<file path="src/flash_prot_pkg.sv">
// Shared constants and types for the flash protection controller
`default_nettype none
package flash_prot_pkg;

	// ****************************************
	// Clock and times
	// ****************************************
	localparam int CLOCK_NS = 100;
	localparam int T_RP_NS = 500;
	localparam int T_RH_NS = 200;
	localparam int T_HV_SETUP_NS = 4000;
	localparam int T_WE_PULSE_NS = 200;
	localparam int T_ACCESS_NS = 200;
	localparam int T_PROT_PULSE_NS = 150000;
	localparam int T_UNPROT_PULSE_NS = 15000000;
	localparam int SYNC_STAGES = 3;

	localparam logic [17:0] CYC_RP = 18'((T_RP_NS + CLOCK_NS - 1) / CLOCK_NS);
	localparam logic [17:0] CYC_RH = 18'((T_RH_NS + CLOCK_NS - 1) / CLOCK_NS);
	localparam logic [17:0] CYC_HV_SETUP = 18'((T_HV_SETUP_NS + CLOCK_NS - 1) / CLOCK_NS);
	localparam logic [17:0] CYC_PROT_PULSE = 18'((T_PROT_PULSE_NS + CLOCK_NS - 1) / CLOCK_NS);
	localparam int CYC_UNPROT_DEFAULT = (T_UNPROT_PULSE_NS + CLOCK_NS - 1) / CLOCK_NS;
	localparam logic [7:0] CYC_WE = 8'((T_WE_PULSE_NS + CLOCK_NS - 1) / CLOCK_NS);
	localparam logic [7:0] CYC_READ = 8'((T_ACCESS_NS + CLOCK_NS - 1) / CLOCK_NS + SYNC_STAGES);

	// ****************************************
	// Register map
	// ****************************************
	localparam logic [7:0] OFS_CTRL = 8'h00;
	localparam logic [7:0] OFS_ADDR = 8'h04;
	localparam logic [7:0] OFS_WDATA = 8'h08;
	localparam logic [7:0] OFS_RDATA = 8'h0c;
	localparam logic [7:0] OFS_STATUS = 8'h10;

	localparam int CTRL_OP_LSB = 0;
	localparam int CTRL_A9_METHOD = 3;
	localparam int CTRL_SECURE_LOCK = 4;
	localparam int CTRL_ALL_PROT = 5;
	localparam int CTRL_TEMP_UNPROT = 6;
	localparam int CTRL_BOOT_GUARD = 7;
	localparam int CTRL_GO = 8;

	localparam int ST_BUSY = 0;
	localparam int ST_DONE = 1;
	localparam int ST_VERIFIED = 2;
	localparam int ST_REFUSED = 3;
	localparam int ST_REPROTECT = 4;
	localparam int ST_LOCK_IND = 5;

	localparam logic [20:0] ADDR_RESET = 21'h000000;
	localparam logic [15:0] DATA_RESET = 16'h0000;

	// ****************************************
	// Types
	// ****************************************
	typedef enum logic [2:0] {
		OP_READ = 3'b000,
		OP_WRITE = 3'b001,
		OP_PROTECT = 3'b010,
		OP_UNPROTECT = 3'b011,
		OP_RESET = 3'b100
	} op_t;

	typedef enum logic [3:0] {
		M_RST_LOW = 4'b0000,
		M_RST_HIGH = 4'b0001,
		M_IDLE = 4'b0010,
		M_HV_SETUP = 4'b0011,
		M_CMD = 4'b0100,
		M_CMD_WAIT = 4'b0101,
		M_PULSE = 4'b0110,
		M_VERIFY = 4'b0111,
		M_VERIFY_WAIT = 4'b1000,
		M_HV_DOWN = 4'b1001,
		M_ACCESS = 4'b1010,
		M_ACCESS_WAIT = 4'b1011
	} main_state_t;

	typedef enum logic [1:0] {
		E_IDLE = 2'b00,
		E_SETUP = 2'b01,
		E_STROBE = 2'b10,
		E_HOLD = 2'b11
	} eng_state_t;

endpackage
`default_nettype wire

</file>
<file path="src/flash_bus_cycle.sv">
// One asynchronous flash read or write bus cycle
`timescale 1ns/100ps
`default_nettype none
module flash_bus_cycle
	import flash_prot_pkg::*;
(
	input wire logic clock,
	input wire logic resetn,
	input wire logic start,
	input wire logic write,
	output logic ce_n,
	output logic oe_n,
	output logic we_n,
	output logic dq_oe,
	output logic sample,
	output logic done
);
	import flash_prot_pkg::*;

	typedef struct packed {
		eng_state_t state;
		logic [7:0] cnt;
		logic write;
		logic ce_n;
		logic oe_n;
		logic we_n;
		logic dq_oe;
		logic sample;
		logic done;
	} eng_t;

	eng_t r_reg;
	eng_t r_next;

	always_comb
	begin
		r_next = r_reg;
		r_next.sample = 1'b0;
		r_next.done = 1'b0;
		unique case (r_reg.state)
			E_IDLE:
			begin
				if (start)
				begin
					r_next.write = write;
					r_next.ce_n = 1'b0;
					r_next.dq_oe = write;
					r_next.state = E_SETUP;
				end
			end
			E_SETUP:
			begin
				r_next.we_n = ~r_reg.write;
				r_next.oe_n = r_reg.write;
				r_next.cnt = r_reg.write ? CYC_WE : CYC_READ;
				r_next.state = E_STROBE;
			end
			E_STROBE:
			begin
				// Read data is taken only after the pin synchroniser has settled
				if (r_reg.cnt == 8'h01)
				begin
					r_next.sample = ~r_reg.write;
					r_next.we_n = 1'b1;
					r_next.oe_n = 1'b1;
					r_next.state = E_HOLD;
				end
				else
				begin
					r_next.cnt = r_reg.cnt - 8'h01;
				end
			end
			E_HOLD:
			begin
				r_next.ce_n = 1'b1;
				r_next.dq_oe = 1'b0;
				r_next.done = 1'b1;
				r_next.state = E_IDLE;
			end
		endcase
	end

	always_ff @(posedge clock or negedge resetn)
	begin
		if (!resetn)
		begin
			r_reg <= '{state: E_IDLE, cnt: 8'h00, write: 1'b0, ce_n: 1'b1, oe_n: 1'b1,
				we_n: 1'b1, dq_oe: 1'b0, sample: 1'b0, done: 1'b0};
		end
		else
		begin
			r_reg <= r_next;
		end
	end

	assign ce_n = r_reg.ce_n;
	assign oe_n = r_reg.oe_n;
	assign we_n = r_reg.we_n;
	assign dq_oe = r_reg.dq_oe;
	assign sample = r_reg.sample;
	assign done = r_reg.done;

endmodule // flash_bus_cycle
`default_nettype wire

</file>
<file path="src/flash_sector_protection_control.sv">
// Host controller driving flash protection, reset and bus cycles, commanded over APB
// Operation
// - Flash reset pulse returns the part to array read for boot fetch.
// - In-system protect: reset at high voltage, A6 low, A1 high, A0 low.
// - Alternate protect: high voltage on A9 and output enable, same address bits.
// - Every protect is followed by a protect verification read.
// - Unprotect only after software confirms every group is protected first.
// - After unprotect, groups meant to stay protected must be re-protected.
// - In-system unprotect: reset at high voltage, A6 high, A1 high, A0 low.
// - Alternate unprotect: high voltage on A9 and output enable, A6 high.
// - Security lock: enter sequence then protect, reset may stay normal; the code sends no enter sequence, just the protect write.
//
// The APB slave port and the address map were left to the implementer.
`timescale 1ns/100ps
`default_nettype none
module flash_sector_protection_control
	import flash_prot_pkg::*;
#(
	parameter int UNPROT_PULSE_CYCLES = CYC_UNPROT_DEFAULT
)
(
	input wire logic clock,
	input wire logic resetn,
	input wire logic psel,
	input wire logic penable,
	input wire logic pwrite,
	input wire logic [31:0] paddr,
	input wire logic [31:0] pwdata,
	output logic [31:0] prdata,
	output logic pready,
	output logic pslverr,
	output logic [20:0] flash_addr,
	output logic [15:0] flash_dq_out,
	output logic flash_dq_oe,
	input wire logic [15:0] flash_dq_in,
	output logic flash_ce_n,
	output logic flash_oe_n,
	output logic flash_we_n,
	output logic flash_reset_n,
	output logic reset_high_voltage_level,
	output logic address_bit_nine_high_voltage_level,
	output logic oe_high_voltage_level,
	output logic boot_guard_accel_pin
);
	import flash_prot_pkg::*;

	// ****************************************
	// State
	// ****************************************
	typedef struct packed {
		main_state_t state;
		logic [17:0] cnt;
		op_t op;
		logic a9_method;
		logic secure_lock;
		logic all_prot;
		logic temp_unprot;
		logic boot_guard;
		logic [20:0] addr;
		logic [15:0] wdata;
		logic [15:0] rdata;
		logic done;
		logic verified;
		logic refused;
		logic reprotect;
		logic rst_n;
		logic reset_hv;
		logic a9_hv;
		logic oe_hv;
		logic [20:0] addr_out;
		logic [15:0] dq_out;
		logic eng_start;
		logic eng_write;
		logic [15:0] sync1;
		logic [15:0] sync2;
		logic [15:0] sync3;
		logic [31:0] prdata;
		logic pslverr;
	} ctl_t;

	ctl_t r;
	ctl_t n;
	logic eng_sample;
	logic eng_done;
	logic setup_phase;
	logic wr_access;
	logic mapped;
	logic [7:0] ofs;
	logic [31:0] status_word;
	logic go;
	logic prot_op;

	assign setup_phase = psel & ~penable;
	assign wr_access = psel & penable & pwrite;
	assign ofs = paddr[7:0];
	assign mapped = (paddr[31:8] == 24'h000000) & (paddr[1:0] == 2'b00) & (ofs <= OFS_STATUS);
	assign go = wr_access & mapped & (ofs == OFS_CTRL) & pwdata[CTRL_GO];
	assign prot_op = (r.op == OP_PROTECT);
	assign status_word = {26'h0000000, r.rdata[7], r.reprotect, r.refused, r.verified, r.done,
		(r.state != M_IDLE)};

	flash_bus_cycle u_cycle (
		.clock(clock),
		.resetn(resetn),
		.start(r.eng_start),
		.write(r.eng_write),
		.ce_n(flash_ce_n),
		.oe_n(flash_oe_n),
		.we_n(flash_we_n),
		.dq_oe(flash_dq_oe),
		.sample(eng_sample),
		.done(eng_done)
	);

	// ****************************************
	// Next state
	// ****************************************
	always_comb
	begin
		n = r;
		n.eng_start = 1'b0;
		n.sync1 = flash_dq_in;
		n.sync2 = r.sync1;
		n.sync3 = r.sync2;

		// APB register side; read data latched in the setup cycle
		if (setup_phase)
		begin
			n.pslverr = ~mapped;
			n.prdata = 32'h00000000;
			if (ofs == OFS_CTRL)
				n.prdata = {24'h000000, r.boot_guard, r.temp_unprot, r.all_prot,
					r.secure_lock, r.a9_method, r.op};
			else if (ofs == OFS_ADDR)
				n.prdata = {11'h000, r.addr};
			else if (ofs == OFS_WDATA)
				n.prdata = {16'h0000, r.wdata};
			else if (ofs == OFS_RDATA)
				n.prdata = {16'h0000, r.rdata};
			else if (ofs == OFS_STATUS)
				n.prdata = status_word;
		end
		if (wr_access && mapped)
		begin
			if (ofs == OFS_CTRL)
			begin
				n.temp_unprot = pwdata[CTRL_TEMP_UNPROT];
				n.boot_guard = pwdata[CTRL_BOOT_GUARD];
				if (r.state == M_IDLE)
				begin
					n.op = op_t'(pwdata[CTRL_OP_LSB +: 3]);
					n.a9_method = pwdata[CTRL_A9_METHOD];
					n.secure_lock = pwdata[CTRL_SECURE_LOCK];
					n.all_prot = pwdata[CTRL_ALL_PROT];
				end
			end
			else if (ofs == OFS_ADDR && r.state == M_IDLE)
				n.addr = pwdata[20:0];
			else if (ofs == OFS_WDATA && r.state == M_IDLE)
				n.wdata = pwdata[15:0];
			else if (ofs == OFS_STATUS)
			begin
				// Write one to clear; the hardware set below wins
				if (pwdata[ST_DONE])
					n.done = 1'b0;
				if (pwdata[ST_REFUSED])
					n.refused = 1'b0;
				if (pwdata[ST_REPROTECT])
					n.reprotect = 1'b0;
			end
		end

		unique case (r.state)
			M_RST_LOW:
			begin
				n.rst_n = 1'b0;
				n.reset_hv = 1'b0;
				if (r.cnt == 18'h00001)
				begin
					n.rst_n = 1'b1;
					n.cnt = CYC_RH;
					n.state = M_RST_HIGH;
				end
				else
					n.cnt = r.cnt - 18'h00001;
			end
			M_RST_HIGH:
			begin
				if (r.cnt == 18'h00001)
				begin
					n.done = 1'b1;
					n.state = M_IDLE;
				end
				else
					n.cnt = r.cnt - 18'h00001;
			end
			M_IDLE:
			begin
				// Temporary unprotect rides on the reset qualifier between operations
				n.reset_hv = r.temp_unprot;
				if (go)
				begin
					n.addr_out = r.addr;
					n.dq_out = r.wdata;
					unique case (n.op)
						OP_READ, OP_WRITE:
							n.state = M_ACCESS;
						OP_RESET:
						begin
							n.rst_n = 1'b0;
							n.cnt = CYC_RP;
							n.state = M_RST_LOW;
						end
						OP_PROTECT, OP_UNPROTECT:
						begin
							if (n.op == OP_UNPROTECT && !n.all_prot)
								n.refused = 1'b1;
							else
							begin
								n.verified = 1'b0; // Stale result must not stand for this run
								// Group select plus A6 choosing protect or unprotect
								n.addr_out = {r.addr[20:7], (n.op == OP_UNPROTECT),
									r.addr[5:2], 2'b10};
								n.reset_hv = ~n.secure_lock & ~n.a9_method;
								n.a9_hv = ~n.secure_lock & n.a9_method;
								n.oe_hv = ~n.secure_lock & n.a9_method;
								n.cnt = CYC_HV_SETUP;
								n.state = M_HV_SETUP;
							end
						end
						default:
							n.refused = 1'b1;
					endcase
				end
			end
			M_HV_SETUP:
			begin
				if (r.cnt == 18'h00001)
					n.state = M_CMD;
				else
					n.cnt = r.cnt - 18'h00001;
			end
			M_CMD:
			begin
				n.eng_start = 1'b1;
				n.eng_write = 1'b1;
				n.state = M_CMD_WAIT;
			end
			M_CMD_WAIT:
			begin
				if (eng_done)
				begin
					n.cnt = prot_op ? CYC_PROT_PULSE : 18'(UNPROT_PULSE_CYCLES);
					n.state = M_PULSE;
				end
			end
			M_PULSE:
			begin
				if (r.cnt == 18'h00001)
				begin
					n.oe_hv = 1'b0; // Verify read needs a real low on output enable
					n.state = M_VERIFY;
				end
				else
					n.cnt = r.cnt - 18'h00001;
			end
			M_VERIFY:
			begin
				n.eng_start = 1'b1;
				n.eng_write = 1'b0;
				n.state = M_VERIFY_WAIT;
			end
			M_VERIFY_WAIT:
			begin
				if (eng_sample)
				begin
					n.rdata = r.sync3;
					n.verified = prot_op ? r.sync3[0] : ~r.sync3[0];
				end
				if (eng_done)
				begin
					n.reset_hv = 1'b0;
					n.a9_hv = 1'b0;
					n.cnt = CYC_HV_SETUP;
					n.state = M_HV_DOWN;
				end
			end
			M_HV_DOWN:
			begin
				if (r.cnt == 18'h00001)
				begin
					n.done = 1'b1;
					if (!prot_op)
						n.reprotect = 1'b1;
					n.state = M_IDLE;
				end
				else
					n.cnt = r.cnt - 18'h00001;
			end
			M_ACCESS:
			begin
				n.eng_start = 1'b1;
				n.eng_write = (r.op == OP_WRITE);
				n.state = M_ACCESS_WAIT;
			end
			M_ACCESS_WAIT:
			begin
				if (eng_sample)
					n.rdata = r.sync3; // Bit seven carries the lock indicator in autoselect
				if (eng_done)
				begin
					n.done = 1'b1;
					n.state = M_IDLE;
				end
			end
			default:
				n.state = M_IDLE;
		endcase

		if (go && r.state != M_IDLE)
			n.refused = 1'b1;
	end

	// ****************************************
	// Registers
	// ****************************************
	always_ff @(posedge clock or negedge resetn)
	begin
		if (!resetn)
		begin
			// Flash is held in reset with the controller and then released
			r <= '{state: M_RST_LOW, cnt: CYC_RP, op: OP_READ, addr: ADDR_RESET,
				wdata: DATA_RESET, rdata: DATA_RESET, addr_out: ADDR_RESET,
				dq_out: DATA_RESET, sync1: DATA_RESET, sync2: DATA_RESET,
				sync3: DATA_RESET, prdata: 32'h00000000, default: 1'b0};
		end
		else
		begin
			r <= n;
		end
	end

	assign prdata = r.prdata;
	assign pready = 1'b1;
	assign pslverr = r.pslverr;
	assign flash_addr = r.addr_out;
	assign flash_dq_out = r.dq_out;
	assign flash_reset_n = r.rst_n;
	assign reset_high_voltage_level = r.reset_hv;
	assign address_bit_nine_high_voltage_level = r.a9_hv;
	assign oe_high_voltage_level = r.oe_hv;
	assign boot_guard_accel_pin = r.boot_guard;
endmodule // flash_sector_protection_control
`default_nettype wire

</file>
<file path="config.mk">
export PLATFORM = sky130hd
export DESIGN_NAME = flash_sector_protection_control
export DESIGN_NICKNAME = d
export VERILOG_FILES = /design/src/flash_prot_pkg.sv /design/src/flash_bus_cycle.sv /design/src/flash_sector_protection_control.sv
export SDC_FILE = /design/constraint.sdc
export NUM_CORES = 1
export LEC_CHECK = 0
export ABC_AREA = 0
export ABC_CLOCK_PERIOD_IN_PS = 3080
export BUFFER_PORTS_ARGS = -buffer_cell sky130_fd_sc_hd__buf_2
export CORE_MARGIN = 2
export CORE_UTILIZATION = 56
export DETAILED_ROUTE_END_ITERATION = 8
export GPL_TIMING_DRIVEN = 0
export HOLD_SLACK_MARGIN = 0.15
export MAX_ROUTING_LAYER = met4
export PLACE_DENSITY = 0.8
export SLEW_MARGIN = 20
export SYNTH_ARGS = -nofsm -noshare
export SYNTH_HDL_FRONTEND = slang
export SYNTH_SLANG_ARGS = --single-unit
</file>
<file path="constraint.sdc">
create_clock -name clock -period 3.08 [get_ports clock]
set_input_delay 0.154 -clock clock [delete_from_list [all_inputs] [get_ports clock]]
set_output_delay 0.154 -clock clock [all_outputs]
set_load 0.02 [all_outputs]
</file>
==> results.cfg <==
[routing]
drt-vias-per-instance = 5.62
dr.pass1.iters = 5
ant_nets = 0
route.detailed.drc = 0
detail_route.wl_per_cell_um = 17.9
num_vias = 7376
drt_iter0_drc = 467
drt-total-wl_um = 23400

[placed_design]
dp_hpwl_um = 16400
placed_area_um2 = 10900
io_buffers = 138
place.gp.congestion = 0.918
placed_cells = 1233

[logic_synthesis]
yosysTopAreaCell = dfrtp_1
synth_edf_count = 0
synth.top_cells.by_count = dfrtp_1, mux2_2, buf_4
ys_async_sr_fraction_pct = 100
syn_avg_cell_area_um2 = 11.5
synth.distinct_cells = 67
ys_seq_area_share_pct = 55.3
dominantRegCellSynth = dfrtp_1
synth_seq_cells = 217
synth.yosys.warnings = 0
yosys-top-cells-area = dfrtp_1, mux2_2, buf_4
syn_inst = 858
syn-cell-area_um2 = 9840
synth_top_area_share_pct = 53.9
post-synth-top-count-cell = dfrtp_1

[cts]
clk_pin_slew_ns = 0.06
cts.sinks = 217
clock_latency_ns = 0.50
root_buffer = clkbuf_16
cts_setup_buffers = 0
cts_tree = built
numCtsBuffers = 22
clockBufferDepth = 3
h-tree-depth = 1

[layout]
fin_area_um2 = 12000
final_cells = 1312
drive_gt1_share_pct = 33.4
finalNetCount = 1164
area_delta_synth_final_pct = 22.4
final.fill_count = 1225
final_core_util_pct = 69.9
largest_reg_flops = 104

[worst_setup_path]
endpoint_kind = register
arrival_ns = 3.43
cp.required_ns = 3.48
path_max_fanout = 7
critPathLaunchType = register
crit_type = register to register

[flow_run]
cap_violations = 0

[timing]
min_period_ns = 3.02
max_slew.worst_pin.slew_ns = 0.894
finalCritPeriodShare_pct = 98.1
skew_ns = 0.0125
rsz0062_at_grt = false
hold_viol = 0
setup_violations = 0
relSlewSlack_pct = 39.6
hold_slack_ns = 0.167
setup_tns_ns = 0
fmax_mhz = 331
final_max_slew_viol_count = 0

[grt]
antenna_found_initial = 1
grt_pass1_wl_um = 37300
grt_pass1_vias = 7159
grt_max_degree = 88
grt_use_total_pct = 26.4
gr-total-overflow = 0

[floorplanning]
num_io_pins = 165
fp.coreArea_um2 = 17200
dieArea_um2 = 18600
fp-row-count = 48
fp.dieW_um = 137
die_h_um = 137
initial_utilization_pct = 57.1

[status]
outcome = completed

[pwr]
p_per_area_nw_per_um2 = 466
worst_ir_drop_vdd_mv = 0.405
p_leak_nw = 5.97

[min_path]
min-delay-path-class = input pin to async pin
==> metrics by stage <==
stage                     setup WS [ns]  power (W)
after global placement            -1.78    0.00313
after detailed placement         -0.212    0.00315
after global routing            0.00365    0.00581
after floorplan                   0.293    0.00301
after CTS                       0.00655    0.00567
final                            0.0578    0.00561
==> routing by layer <==
layer | up-vias | track usage (%) | part of all wire [%]
met5 | - | - | 0
li1 | 3415 | - | -
met4 | 0 | 5.67 | 1.5
met3 | 29 | 4.07 | 6.9
met2 | 281 | 42.1 | 48
met1 | 3651 | 36.2 | 44
==> repair_timing <==
item | CTS | global route
gates resized for setup | 4 | 15
hold buffers | 40 | 0
endpoints found under the hold margin | 194 | 0
endpoints found under the setup margin | 18 | 16
pin swaps | 0 | 1
==> kinds of logic (layout without fill, tap and decap cells) <==
group	count (synthesis)	after routing	synth area share, %
flip-flops	217	217	55.3
AND/OR/NAND/NOR	201	201	10.2
AO/OA/AOI/OAI	176	176	11.5
buffers and inverters	130	348	7.88
multiplexers	118	118	13.4
adder cells (fa/ha/maj)	8	8	1.02
XOR/XNOR	6	6	0.534
other	2	13	0.0763
==> power by group <==
group / switching [W] / internal (W) / leakage [nW]
Clock: 0.00108 / 0.00139 / 0.338
Combinational: 0.000140 / 0.0000987 / 2.78
Sequential: 0.00000915 / 0.00288 / 2.86
==> layout make-up <==
class | count | area, um^2 | area share [%]
diodes | 1 | 2.50 | 0.0208
plain buffers | 111 | 709 | 5.89
clock buffers | 27 | 599 | 4.98
clock inverters | 12 | 80.1 | 0.665
inverters | 18 | 67.6 | 0.561
multi-input cells | 521 | 3710 | 30.8
flip-flops and latches | 217 | 5440 | 45.2
well taps | 225 | 282 | 2.34
repair buffers | 180 | 1160 | 9.60
==> final timing paths <==
check,startpoint,end,slack (ns),cells past startpoint
max,r[201]$_DFFE_PN0P_,r[210]$_DFFE_PN0P_,0.06,7
min,resetn,prdata[12]$_DFFE_PN0P_,0.17,2
max reg2reg,r[201]$_DFFE_PN0P_,r[210]$_DFFE_PN0P_,0.06,7
min reg2reg,n[33]$_DFF_PN0_,r[33]$_DFF_PN0_,0.34,0
max in group asynchronous,resetn,n[53]$_DFF_PN0_,1.78,4
min in group clock,paddr[3],prdata[1]$_DFFE_PN0P_,0.19,5
==> worst max-delay path, cell delays in order, from the launching register on <==
cell      delay, ns
dfrtp_2        0.44
or4_4          0.58
or3_1          0.35
or2_4          0.31
and4_1         0.21
or4_4          0.56
or2_1          0.26
a221oi_2       0.22
==> cell usage in the layout (no fill, tap or decap), types with 18 or more instances in the layout <==
master         Yosys  routed
o21ai_0           49      49
mux2_1            33      33
clkbuf_16          0      22
mux2_2            80      80
nand2_1           61      61
dlygate4sd3_1      0      40
clkbuf_1          30      27
a21oi_1           29      29
dfrtp_1          212     211
inv_1             18      18
buf_2              8     145
nor2_1            46      46
buf_4             70      70
Power figures use the tool's default switching activity.
